$ cat src/rtl/ssq_pkg.sv
// Constants and types shared by the stand-alone EEPROM sequencer
package ssq_pkg;
	// ----------------------------------------------------------------
	// EEPROM layout
	// ----------------------------------------------------------------
	localparam int CFG_PAIRS = 38;
	localparam logic [9:0] CFG_LAST = 10'(2 * CFG_PAIRS - 1);
	localparam logic [15:0] SEC_BASE = 16'h004D;
	localparam logic [7:0] FIFO_CODE = 8'h95;
	localparam logic [7:0] EMPTY_BYTE = 8'hFF;
	localparam int WR_BIT = 7;
	localparam logic [7:0] EE_READ_CMD = 8'h03;
	localparam logic [7:0] DUMMY_BYTE = 8'h00;
	localparam int MAX_FRAME = 64;
	localparam logic [7:0] MAX_FRAME_B = 8'h40;
	localparam logic [7:0] MAX_REPEAT = 8'hFE;
	localparam logic [3:0] LOWBAT_SLOT = 4'hE;
	localparam logic [3:0] NO_SLOT = 4'hF;

	// ----------------------------------------------------------------
	// Timing
	// ----------------------------------------------------------------
	localparam logic [7:0] SPI_HALF = 8'h04;
	localparam logic [16:0] STRAP_WAIT = 17'h00003;
	localparam int DEB_SHIFT_DEF = 9;

	// ----------------------------------------------------------------
	// Types
	// ----------------------------------------------------------------
	typedef enum logic [2:0] {
		ST_OFF = 3'h0,
		ST_OPEN = 3'h1,
		ST_CFG = 3'h3,
		ST_SLEEP = 3'h2,
		ST_DEB = 3'h6,
		ST_SEC = 3'h7,
		ST_SEND = 3'h5,
		ST_DONE = 3'h4
	} ssq_state_t;

	typedef enum logic [2:0] {
		PH_OP = 3'h0,
		PH_RDATA = 3'h1,
		PH_REP = 3'h3,
		PH_LEN = 3'h2,
		PH_PAY = 3'h6
	} ssq_sec_ph_t;

	typedef struct packed {
		logic strap;
		logic [3:0] btn;
		logic rc;
		logic lowbat;
	} ssq_pins_t;

	typedef struct packed {
		logic [6:0] addr;
		logic [7:0] data;
	} ssq_reg_wr_t;
endpackage

$ cat src/rtl/ssq_spi_byte.sv
// SPI master byte engine, mode 0, MSB first
`timescale 1ns/1ps
module ssq_spi_byte #(
	parameter logic [7:0] HALF = ssq_pkg::SPI_HALF
) (
	// Clock and reset
	input wire logic mclk,
	input wire logic rst_b,
	// Byte request
	input wire logic start,
	input wire logic [7:0] tx,
	output logic done,
	output logic [7:0] rx,
	// SPI pins
	input wire logic miso,
	output logic sck,
	output logic mosi
);
	typedef struct packed {
		logic m1;
		logic m2;
		logic busy;
		logic sck;
		logic [7:0] cnt;
		logic [2:0] bits;
		logic [7:0] sh;
		logic [7:0] rx;
		logic done;
	} ssq_spi_t;

	ssq_spi_t q;
	ssq_spi_t n;

	always_comb begin
		n = q;
		n.m1 = miso;
		n.m2 = q.m1;
		n.done = 1'b0;
		if (!q.busy) begin
			if (start) begin
				n.busy = 1'b1;
				n.sh = tx;
				n.cnt = 8'h00;
				n.bits = 3'h0;
				n.sck = 1'b0;
			end
		end else if (q.cnt == HALF - 8'h01) begin
			n.cnt = 8'h00;
			if (!q.sck) begin
				// Sample on the rising edge; sync lag is shorter than a half period
				n.sck = 1'b1;
				n.rx = {q.rx[6:0], q.m2};
			end else begin
				n.sck = 1'b0;
				n.sh = {q.sh[6:0], 1'b0};
				n.bits = q.bits + 3'h1;
				if (q.bits == 3'h7) begin
					n.busy = 1'b0;
					n.done = 1'b1;
				end
			end
		end else begin
			n.cnt = q.cnt + 8'h01;
		end
	end

	always_ff @(posedge mclk or negedge rst_b) begin
		if (!rst_b) begin
			q <= '0;
		end else begin
			q <= n;
		end
	end

	assign done = q.done;
	assign rx = q.rx;
	assign sck = q.sck;
	assign mosi = q.sh[7];
endmodule

$ cat src/rtl/ssq_sequencer.sv
// Stand-alone sequencer: EEPROM configuration load, button wake and payload send
`timescale 1ns/1ps
// How it works
// - Strap high at reset: become SPI master under this state machine.
// - After power-up read the configuration region, apply it, then sleep.
// - In sleep any button edge wakes the block and starts the RC oscillator.
// - Debounce counts RC edges; button value taken after the programmed delay.
// - Settled value 1 to 15 selects a section; its writes override power-up ones.
// - Payload sent repeat-byte times, at most 254.
// - After the frame, synthesizer-lock goes low and the block sleeps again.
// - First 76 bytes are address/value pairs, at most 38 settings.
// - Section start derives from slot index and 6-bit section size.
// - Frames up to 64 bytes; addressing covers an 8 kbit EEPROM.
// - Section order: code 0x95, repeat, length, payload bytes.
// - Register writes inside a section are applied before the payload.
// - 3-bit debounce select sets the delay; zero bypasses debouncing.
// - Button patterns map to slots 0 to 14; none maps to no slot.
// - Bytes with bit 7 set, except 0xFF and, inside a section, the section code 0x95, are register writes to address minus 0x80.
// - Low battery seen in a normal frame sends slot 14 once afterwards.
module ssq_sequencer #(
	parameter int DEB_SHIFT = ssq_pkg::DEB_SHIFT_DEF
) (
	// Clock and reset
	input wire logic mclk,
	input wire logic rst_b,
	// Pins
	input wire logic standalone_strap,
	input wire logic [3:0] button_inputs,
	input wire logic rc_clk,
	input wire logic low_battery,
	// Configuration
	input wire logic [5:0] section_size,
	input wire logic [2:0] debounce_select,
	input wire logic eol_enable,
	// SPI master to EEPROM
	output logic spi_sck,
	output logic spi_mosi,
	output logic spi_cs_b,
	input wire logic spi_miso,
	// Register writes
	output logic reg_wr_valid,
	output ssq_pkg::ssq_reg_wr_t reg_wr,
	// Payload stream
	output logic pay_valid,
	output logic [7:0] pay_data,
	output logic pay_last,
	input wire logic pay_ready,
	// Status
	output logic synth_lock,
	output logic rc_osc_en,
	output logic sleeping,
	output logic standalone_active
);
	// ----------------------------------------------------------------
	// State
	// ----------------------------------------------------------------
	typedef struct packed {
		ssq_pkg::ssq_state_t st;
		ssq_pkg::ssq_sec_ph_t ph;
		ssq_pkg::ssq_pins_t sy1;
		ssq_pkg::ssq_pins_t sy2;
		logic parked;
		logic [3:0] btn_prev;
		logic rc_prev;
		logic [16:0] deb_cnt;
		logic in_sec;
		logic [1:0] hdr;
		logic [15:0] start_addr;
		logic [9:0] idx;
		logic [7:0] pend;
		logic [3:0] slot;
		logic [7:0] rep;
		logic [6:0] len;
		logic [6:0] wptr;
		logic [6:0] rptr;
		logic eol_pend;
		logic eol_frame;
		logic spi_start;
		logic [7:0] spi_tx;
		logic cs_b;
		logic wr_valid;
		ssq_pkg::ssq_reg_wr_t wr;
		logic pay_valid;
		logic pay_last;
		logic [7:0] pay_data;
		logic lock;
		logic rc_en;
		logic sleeping;
		logic active;
	} ssq_core_t;

	ssq_core_t q;
	ssq_core_t n;
	ssq_pkg::ssq_pins_t pins;
	logic spi_done;
	logic [7:0] spi_rx;
	logic [7:0] pay_mem [ssq_pkg::MAX_FRAME];
	logic mem_we;
	logic [5:0] mem_waddr;

	assign pins = {standalone_strap, button_inputs, rc_clk, low_battery};

	// ----------------------------------------------------------------
	// Helpers
	// ----------------------------------------------------------------
	function automatic logic [3:0] slot_of(input logic [3:0] b);
		case (b)
			4'h1: slot_of = 4'h0;
			4'h2: slot_of = 4'h1;
			4'h4: slot_of = 4'h2;
			4'h8: slot_of = 4'h3;
			4'h3: slot_of = 4'h4;
			4'h5: slot_of = 4'h5;
			4'h6: slot_of = 4'h6;
			4'h9: slot_of = 4'h7;
			4'hA: slot_of = 4'h8;
			4'hC: slot_of = 4'h9;
			4'h7: slot_of = 4'hA;
			4'hB: slot_of = 4'hB;
			4'hD: slot_of = 4'hC;
			4'hE: slot_of = 4'hD;
			4'hF: slot_of = ssq_pkg::LOWBAT_SLOT;
			default: slot_of = ssq_pkg::NO_SLOT;
		endcase
	endfunction

	// Section size in bytes: 15 slots of 63 bytes still fit in 1 kbyte
	function automatic logic [15:0] sec_addr(input logic [3:0] s, input logic [5:0] sz);
		sec_addr = ssq_pkg::SEC_BASE + 16'(s) * 16'(sz);
	endfunction

	function automatic logic [16:0] deb_ticks(input logic [2:0] sel);
		deb_ticks = 17'(1) << (DEB_SHIFT + int'(sel) - 1);
	endfunction

	function automatic logic is_write(input logic [7:0] b);
		is_write = b[ssq_pkg::WR_BIT] && (b != ssq_pkg::EMPTY_BYTE);
	endfunction

	// ----------------------------------------------------------------
	// Next state
	// ----------------------------------------------------------------
	always_comb begin
		logic fetch;
		logic [7:0] b;
		logic changed;
		fetch = 1'b0;
		b = spi_rx;
		n = q;
		mem_we = 1'b0;
		mem_waddr = q.wptr[5:0];
		n.sy1 = pins;
		n.sy2 = q.sy1;
		n.btn_prev = q.sy2.btn;
		n.rc_prev = q.sy2.rc;
		changed = (q.sy2.btn != q.btn_prev);
		n.spi_start = 1'b0;
		n.wr_valid = 1'b0;
		case (q.st)
			ssq_pkg::ST_OFF: begin
				if (q.deb_cnt < ssq_pkg::STRAP_WAIT) begin
					n.deb_cnt = q.deb_cnt + 17'h00001;
				end else if (!q.parked) begin
					n.parked = 1'b1;
					if (q.sy2.strap) begin
						n.active = 1'b1;
						n.in_sec = 1'b0;
						n.start_addr = 16'h0000;
						n.st = ssq_pkg::ST_OPEN;
						n.hdr = 2'h0;
					end
				end
			end
			ssq_pkg::ST_OPEN: begin
				// Read command, address high, address low, then the streaming read
				if (q.hdr == 2'h0) begin
					n.cs_b = 1'b0;
					n.spi_start = 1'b1;
					n.spi_tx = ssq_pkg::EE_READ_CMD;
					n.hdr = 2'h1;
				end else if (spi_done) begin
					n.spi_start = 1'b1;
					n.hdr = q.hdr + 2'h1;
					case (q.hdr)
						2'h1: n.spi_tx = q.start_addr[15:8];
						2'h2: n.spi_tx = q.start_addr[7:0];
						default: begin
							n.spi_tx = ssq_pkg::DUMMY_BYTE;
							n.idx = 10'h000;
							n.ph = ssq_pkg::PH_OP;
							n.st = q.in_sec ? ssq_pkg::ST_SEC : ssq_pkg::ST_CFG;
						end
					endcase
				end
			end
			ssq_pkg::ST_CFG: begin
				if (spi_done) begin
					if (!q.idx[0]) begin
						n.pend = b;
					end else if (is_write(q.pend)) begin
						n.wr_valid = 1'b1;
						n.wr = {q.pend[6:0], b};
					end
					if (q.idx == ssq_pkg::CFG_LAST) begin
						n.cs_b = 1'b1;
						n.st = ssq_pkg::ST_SLEEP;
					end else begin
						n.idx = q.idx + 10'h001;
						fetch = 1'b1;
					end
				end
			end
			ssq_pkg::ST_SLEEP: begin
				n.sleeping = 1'b1;
				n.rc_en = 1'b0;
				if (changed) begin
					n.st = ssq_pkg::ST_DEB;
					n.deb_cnt = 17'h00000;
					n.rc_en = 1'b1;
					n.sleeping = 1'b0;
				end
			end
			ssq_pkg::ST_DEB: begin
				// Any change restarts the wait so bounce never reaches the decode unless debounce_select is zero
				if (changed) begin
					n.deb_cnt = 17'h00000;
				end else if (q.sy2.rc && !q.rc_prev) begin
					n.deb_cnt = q.deb_cnt + 17'h00001;
				end
				if (!changed && (debounce_select == 3'h0 || q.deb_cnt >= deb_ticks(debounce_select))) begin
					n.slot = slot_of(q.sy2.btn);
					if (slot_of(q.sy2.btn) == ssq_pkg::NO_SLOT) begin
						n.st = ssq_pkg::ST_SLEEP;
						n.rc_en = 1'b0;
						n.sleeping = 1'b1;
					end else begin
						n.in_sec = 1'b1;
						n.start_addr = sec_addr(slot_of(q.sy2.btn), section_size);
						n.eol_frame = 1'b0;
						n.eol_pend = 1'b0;
						n.st = ssq_pkg::ST_OPEN;
						n.hdr = 2'h0;
					end
				end
			end
			ssq_pkg::ST_SEC: begin
				if (spi_done) begin
					fetch = 1'b1;
					case (q.ph)
						ssq_pkg::PH_OP: begin
							if (b == ssq_pkg::FIFO_CODE) begin
								n.ph = ssq_pkg::PH_REP;
							end else if (is_write(b)) begin
								n.pend = b;
								n.ph = ssq_pkg::PH_RDATA;
							end else begin
								fetch = 1'b0;
								n.cs_b = 1'b1;
								n.st = ssq_pkg::ST_DONE;
							end
						end
						ssq_pkg::PH_RDATA: begin
							n.wr_valid = 1'b1;
							n.wr = {q.pend[6:0], b};
							n.ph = ssq_pkg::PH_OP;
						end
						ssq_pkg::PH_REP: begin
							// Zero repeat still sends once; the extra frame is always single
							if (q.eol_frame || b == 8'h00) begin
								n.rep = 8'h01;
							end else begin
								n.rep = (b > ssq_pkg::MAX_REPEAT) ? ssq_pkg::MAX_REPEAT : b;
							end
							n.ph = ssq_pkg::PH_LEN;
						end
						ssq_pkg::PH_LEN: begin
							n.len = (b > ssq_pkg::MAX_FRAME_B) ? 7'(ssq_pkg::MAX_FRAME_B) : b[6:0];
							n.wptr = 7'h00;
							n.ph = ssq_pkg::PH_PAY;
							if (b == 8'h00) begin
								fetch = 1'b0;
								n.cs_b = 1'b1;
								n.st = ssq_pkg::ST_DONE;
							end
						end
						default: begin
							mem_we = 1'b1;
							n.wptr = q.wptr + 7'h01;
							if (q.wptr == q.len - 7'h01) begin
								fetch = 1'b0;
								n.cs_b = 1'b1;
								n.rptr = 7'h00;
								n.lock = 1'b1;
								n.st = ssq_pkg::ST_SEND;
							end
						end
					endcase
				end
			end
			ssq_pkg::ST_SEND: begin
				if (q.sy2.lowbat && eol_enable && !q.eol_frame && q.slot != ssq_pkg::LOWBAT_SLOT) begin
					n.eol_pend = 1'b1;
				end
				// One idle cycle between bytes keeps the memory read registered
				if (!q.pay_valid) begin
					n.pay_valid = 1'b1;
					n.pay_data = pay_mem[q.rptr[5:0]];
					n.pay_last = (q.rptr == q.len - 7'h01);
				end else if (pay_ready) begin
					n.pay_valid = 1'b0;
					if (q.pay_last) begin
						n.rptr = 7'h00;
						n.rep = q.rep - 8'h01;
						if (q.rep == 8'h01) begin
							n.st = ssq_pkg::ST_DONE;
						end
					end else begin
						n.rptr = q.rptr + 7'h01;
					end
				end
			end
			ssq_pkg::ST_DONE: begin
				n.cs_b = 1'b1;
				if (q.eol_pend) begin
					n.eol_pend = 1'b0;
					n.eol_frame = 1'b1;
					n.slot = ssq_pkg::LOWBAT_SLOT;
					n.start_addr = sec_addr(ssq_pkg::LOWBAT_SLOT, section_size);
					n.st = ssq_pkg::ST_OPEN;
					n.hdr = 2'h0;
				end else begin
					n.lock = 1'b0;
					n.rc_en = 1'b0;
					n.sleeping = 1'b1;
					n.st = ssq_pkg::ST_SLEEP;
				end
			end
			default: begin
				n.st = ssq_pkg::ST_OFF;
			end
		endcase
		if (fetch) begin
			n.spi_start = 1'b1;
			n.spi_tx = ssq_pkg::DUMMY_BYTE;
		end
	end

	always_ff @(posedge mclk or negedge rst_b) begin
		if (!rst_b) begin
			q <= '0;
			q.cs_b <= 1'b1;
		end else begin
			q <= n;
		end
	end

	always_ff @(posedge mclk) begin
		if (mem_we) begin
			pay_mem[mem_waddr] <= spi_rx;
		end
	end

	// ----------------------------------------------------------------
	// SPI engine
	// ----------------------------------------------------------------
	ssq_spi_byte u_spi (
		.mclk(mclk),
		.rst_b(rst_b),
		.start(q.spi_start),
		.tx(q.spi_tx),
		.done(spi_done),
		.rx(spi_rx),
		.miso(spi_miso),
		.sck(spi_sck),
		.mosi(spi_mosi)
	);

	assign spi_cs_b = q.cs_b;
	assign reg_wr_valid = q.wr_valid;
	assign reg_wr = q.wr;
	assign pay_valid = q.pay_valid;
	assign pay_data = q.pay_data;
	assign pay_last = q.pay_last;
	assign synth_lock = q.lock;
	assign rc_osc_en = q.rc_en;
	assign sleeping = q.sleeping;
	assign standalone_active = q.active;
endmodule

$ cat config.mk
export PLATFORM = sky130hd
export DESIGN_NAME = ssq_sequencer
export DESIGN_NICKNAME = d
export VERILOG_FILES = /design/src/rtl/ssq_pkg.sv /design/src/rtl/ssq_spi_byte.sv /design/src/rtl/ssq_sequencer.sv
export SDC_FILE = /design/constraint.sdc
export NUM_CORES = 1
export LEC_CHECK = 0
export BUFFER_PORTS_ARGS = -buffer_cell sky130_fd_sc_hd__buf_4
export CAP_MARGIN = 10
export CELL_PAD_IN_SITES_DETAIL_PLACEMENT = 0
export CELL_PAD_IN_SITES_GLOBAL_PLACEMENT = 1
export CORE_UTILIZATION = 50
export DETAILED_ROUTE_END_ITERATION = 10
export PLACE_DENSITY = 0.72
export SLEW_MARGIN = 40
export SYNTH_ARGS = -nofsm -noshare
export SYNTH_HDL_FRONTEND = slang
export SYNTH_SLANG_ARGS = --single-unit
export TNS_END_PERCENT = 5
$ cat constraint.sdc
create_clock -name mclk -period 5.95 [get_ports mclk]
set_clock_uncertainty 0.15 [all_clocks]
set_input_delay 0.595 -clock mclk [delete_from_list [all_inputs] [get_ports mclk]]
set_output_delay 0.595 -clock mclk [all_outputs]
set_load 0.02 [all_outputs]
==> PnR_summary.wiki <==
{| class="wikitable"
! Metric !! Value
|-
| Sort of element at the start of the critical path || register
|-
| Die outline area || 61700 µm²
|-
| Cell area after synthesis || 30400 µm²
|-
| Vias in the first global route || 17100
|-
| Synth async-reset ratio || 26.2%
|-
| Combined global-route utilization of all metal layers || 22.6%
|-
| Wirelength per Cell || 24.0 µm
|-
| Avg Inst Size Synth || 15.9 µm²
|-
| Maximum number of pins on one net before global-route repair || 94
|-
| Switching power as a share of total power || 29.1%
|-
| # resized after CTS || 0
|-
| Worst vdd rail ir drop || 0.266 mV
|-
| Endpoints failing hold || 0
|-
| Detail Route Antenna Nets || 0
|-
| Placed wire-length estimate || 42200 µm
|-
| Leakage dissipation || 0.0121 µW
|-
| Number of enable flip-flop cells after synthesis || 512
|-
| Power Dens Cells || 395 nW/µm²
|-
| Sum of negative setup slack || 0 ns
|-
| Antenna fix cells || 0
|-
| Violation count after the first detailed-routing iteration || 1274
|-
| Max Cap Viol || 0
|-
| Slew @ Worst Pin || 0.862 ns
|-
| Clock latency of the later-clocked register in the worst-skew pair || 0.62 ns
|-
| Number of flip-flops and latches in the synthesized netlist || 694
|-
| Reg power frac || 44.1%
|-
| Internal || 9530 µW
|-
| Clk pin slew, worst setup/hold paths || 0.06 ns
|-
| Share of post-route cells with drive strength above 1 || 20.7%
|-
| HP Class || in2reg
|-
| Layout filler cell count || 4639
|-
| DRC violations left || 0
|-
| Worst reg-to-reg path cell count || 18
|-
| Max Slew Vio Count || 0
|-
| Relative max-transition margin || 42.5%
|-
| Total number of vias || 16700
|-
| Worst Path Class, Setup || reg2reg
|-
| Area taken by multi-input logic gates || 9770 µm²
|-
| TritonCTS Buffers || 73
|-
| Standard-cell row count || 89
|-
| Final setup violation count || 0
|-
| Worst Path Arrival || 5.49 ns
|-
| Die span in x || 248 µm
|-
| Number of antenna violations at the first check in global routing || 1
|-
| DR vias/cell || 5.97
|-
| Number of cells traversed by the worst hold path || 4
|-
| Origin of the worst min-delay path || pay_ready
|-
| Final Routed Wirelength || 66900 µm
|-
| Die boundary height || 248 µm
|-
| Yosys top cell area share || 50.7%
|-
| Synth Flop Type || sky130_fd_sc_hd__edfxtp_1
|-
| Power, Total || 13400 µW
|-
| Cell count after synthesis || 1907
|-
| Cts-stage hold buffer count || 9
|-
| Yosys synthesis warning count || 0
|-
| Achievable Freq || 194 MHz
|-
| Worst Hold Margin || 0.174 ns
|-
| Placed Area || 31500 µm²
|-
| Switching power of the nets || 3910 µW
|-
| Wire length of the first global-routing pass || 103000 µm
|-
| Starting Density || 51.0%
|-
| Combinational group share of total power || 22.2%
|-
| Core Util, Final || 57.2%
|-
| Maximum root-to-sink buffer count || 3
|-
| Buffer count from post-CTS setup fixing || 0
|-
| Final Wtd Congestion || 0.793
|-
| Portion of the clock cycle consumed by the worst path in the final layout || 86.7%
|-
| Clock group share of total power || 33.7%
|-
| Seq/Total Area, Yosys || 65.7%
|-
| Minimum period implied by the final worst setup slack || 5.16 ns
|-
| Startpoint of the worst-slack reg-to-reg timing path || n[130]
|-
| Clock Tree Root || sky130_fd_sc_hd__clkbuf_16
|-
| Slack of the worst reg-to-reg path || 0.79 ns
|-
| RSZ-0062 raised after global routing || false
|-
| Clock Sinks || 694
|-
| Syn nets || 1998
|-
| Area added between synthesis and finish || 12.0%
|-
| Req. time, crit path || 6.28 ns
|-
| FF/Latch Area || 19900 µm²
|-
| Endpoint of the most critical register-to-register path || q[102]
|-
| Outcome || finished, final reports clean
|-
| NumNets Final || 2050
|-
| Number of top-level design ports || 54
|-
| Leading area contributor after synthesis || sky130_fd_sc_hd__edfxtp_1
|-
| Hold endpoint || pay_valid
|-
| Kind of end point of the critical path || register
|-
| Cell area after layout || 34000 µm²
|-
| Core ar. || 59500 µm²
|-
| Leading cell types by total area after synthesis || sky130_fd_sc_hd__edfxtp_1 51%, sky130_fd_sc_hd__dfrtp_1 15%, sky130_fd_sc_hd__mux4_2 13%
|-
| Distinct cell type count after synthesis || 80
|-
| Deepest level of the CTS H-tree || 3
|-
| Maximum fanout encountered on the critical timing path || 8
|-
| # port buffers || 53
|-
| CTS tree || yes
|-
| Global route total overflow || 0
|-
| Number of optimization iterations in the first detailed-route pass || 5
|}
[flip-flops by register name, indices dropped and copies added, names as in the netlist, 6 cells and up]
name       flops
mem_waddr      6
n             12
pay_data       8
pay_mem      512
q            101
reg_wr        15
u_spi.q       20
u_spi.rx       8
[logic make-up after synthesis]
kind of cell / synth area share (%)
compound gates: 5.07
xor+xnor: 1.71
fa+ha+maj: 3.26
buf+inv: 2.37
flops: 65.7
mux: 14.6
simple gates: 7.37
[cell type report]
type                       instances  area share [%]
sequential                       694            58.7
tap                              773            2.84
timing repair buffer              86            2.19
inverter                          49           0.541
clock buffer                      98            5.80
clock inverter                    36            1.21
multi-input combinational       1055            28.7
[power groups by stage]
stage	clock network, µW	registers [µW]	logic (µW)
3_3_place_gp	0	6090	2880
4_1_cts	4610	5930	3020
6_report	4530	5930	2980
2_1_floorplan	0	5990	2090
5_1_grt	4800	5960	3250
3_5_place_dp	0	6030	3010
[per-layer routing]
metal	track usage (%)	share of wire [%]	vias to the layer above
li1	-	-	7471
met1	29.8	42	8690
met2	37.9	51	398
met3	4.58	5.0	99
met4	6.76	2.5	0
met5	0	0	-
[critical path, stage by stage, from the launching register on]
cell and delay, ns:
sky130_fd_sc_hd__dfrtp_1 0.47, sky130_fd_sc_hd__inv_1 0.14, sky130_fd_sc_hd__ha_1 0.33, sky130_fd_sc_hd__mux2_1 0.31, sky130_fd_sc_hd__a211oi_2 0.21, sky130_fd_sc_hd__buf_4 0.20, sky130_fd_sc_hd__nand2b_1 0.12, sky130_fd_sc_hd__ha_1 0.24
sky130_fd_sc_hd__fa_1 0.54, sky130_fd_sc_hd__inv_1 0.05, sky130_fd_sc_hd__fa_1 0.47, sky130_fd_sc_hd__ha_1 0.36, sky130_fd_sc_hd__a21o_1 0.20, sky130_fd_sc_hd__a21oi_1 0.22, sky130_fd_sc_hd__o21ai_1 0.14, sky130_fd_sc_hd__o41ai_1 0.32
sky130_fd_sc_hd__xnor2_1 0.17, sky130_fd_sc_hd__o22ai_1 0.10, sky130_fd_sc_hd__mux2_1 0.30
[Yosys cell counts (all sizes together) (33+ instances only)]
| library cell | n |
|---|---|
| nor2 | 166 |
| o21ai | 92 |
| ha | 55 |
| nand2 | 106 |
| nand3 | 34 |
| a21oi | 33 |
| xnor2 | 35 |
| inv | 47 |
| dfrtp | 181 |
| clkbuf | 58 |
| buf | 51 |
| mux4 | 169 |
| edfxtp | 512 |
| mux2 | 49 |
[worst max path at each step]
| stage | start | to | slack (ns) |
|---|---|---|---|
| after detailed placement | n[131] | q[102] | 0.81 |
| after floorplan | n[130] | q[102] | 1.09 |
| final | n[130] | q[102] | 0.79 |
| after CTS | n[130] | q[102] | 0.80 |
| after global routing | n[130] | q[102] | 0.44 |
| after global placement | n[130] | q[102] | 0.88 |
[per-stage QoR]
step	worst slack (ns)	std cells
after global placement	0.881	2646
after CTS	0.797	2791
after global routing	0.444	2791
final	0.794	2791
after floorplan	1.09	1907
after detailed placement	0.815	2648
[placed cells by master, fill, tap and decap left out, types with 35 or more instances in the layout]
cell type                     n
sky130_fd_sc_hd__buf_4       69
sky130_fd_sc_hd__clkbuf_16   75
sky130_fd_sc_hd__dfrtp_1    170
sky130_fd_sc_hd__edfxtp_1   512
sky130_fd_sc_hd__ha_1        55
sky130_fd_sc_hd__inv_1       45
sky130_fd_sc_hd__mux4_2     169
sky130_fd_sc_hd__nand2_1    105
sky130_fd_sc_hd__nor2_1     149
sky130_fd_sc_hd__o21ai_0     35
sky130_fd_sc_hd__o21ai_1     56
sky130_fd_sc_hd__xnor2_1     35
Note: power is estimated with default switching activity, not from simulation.
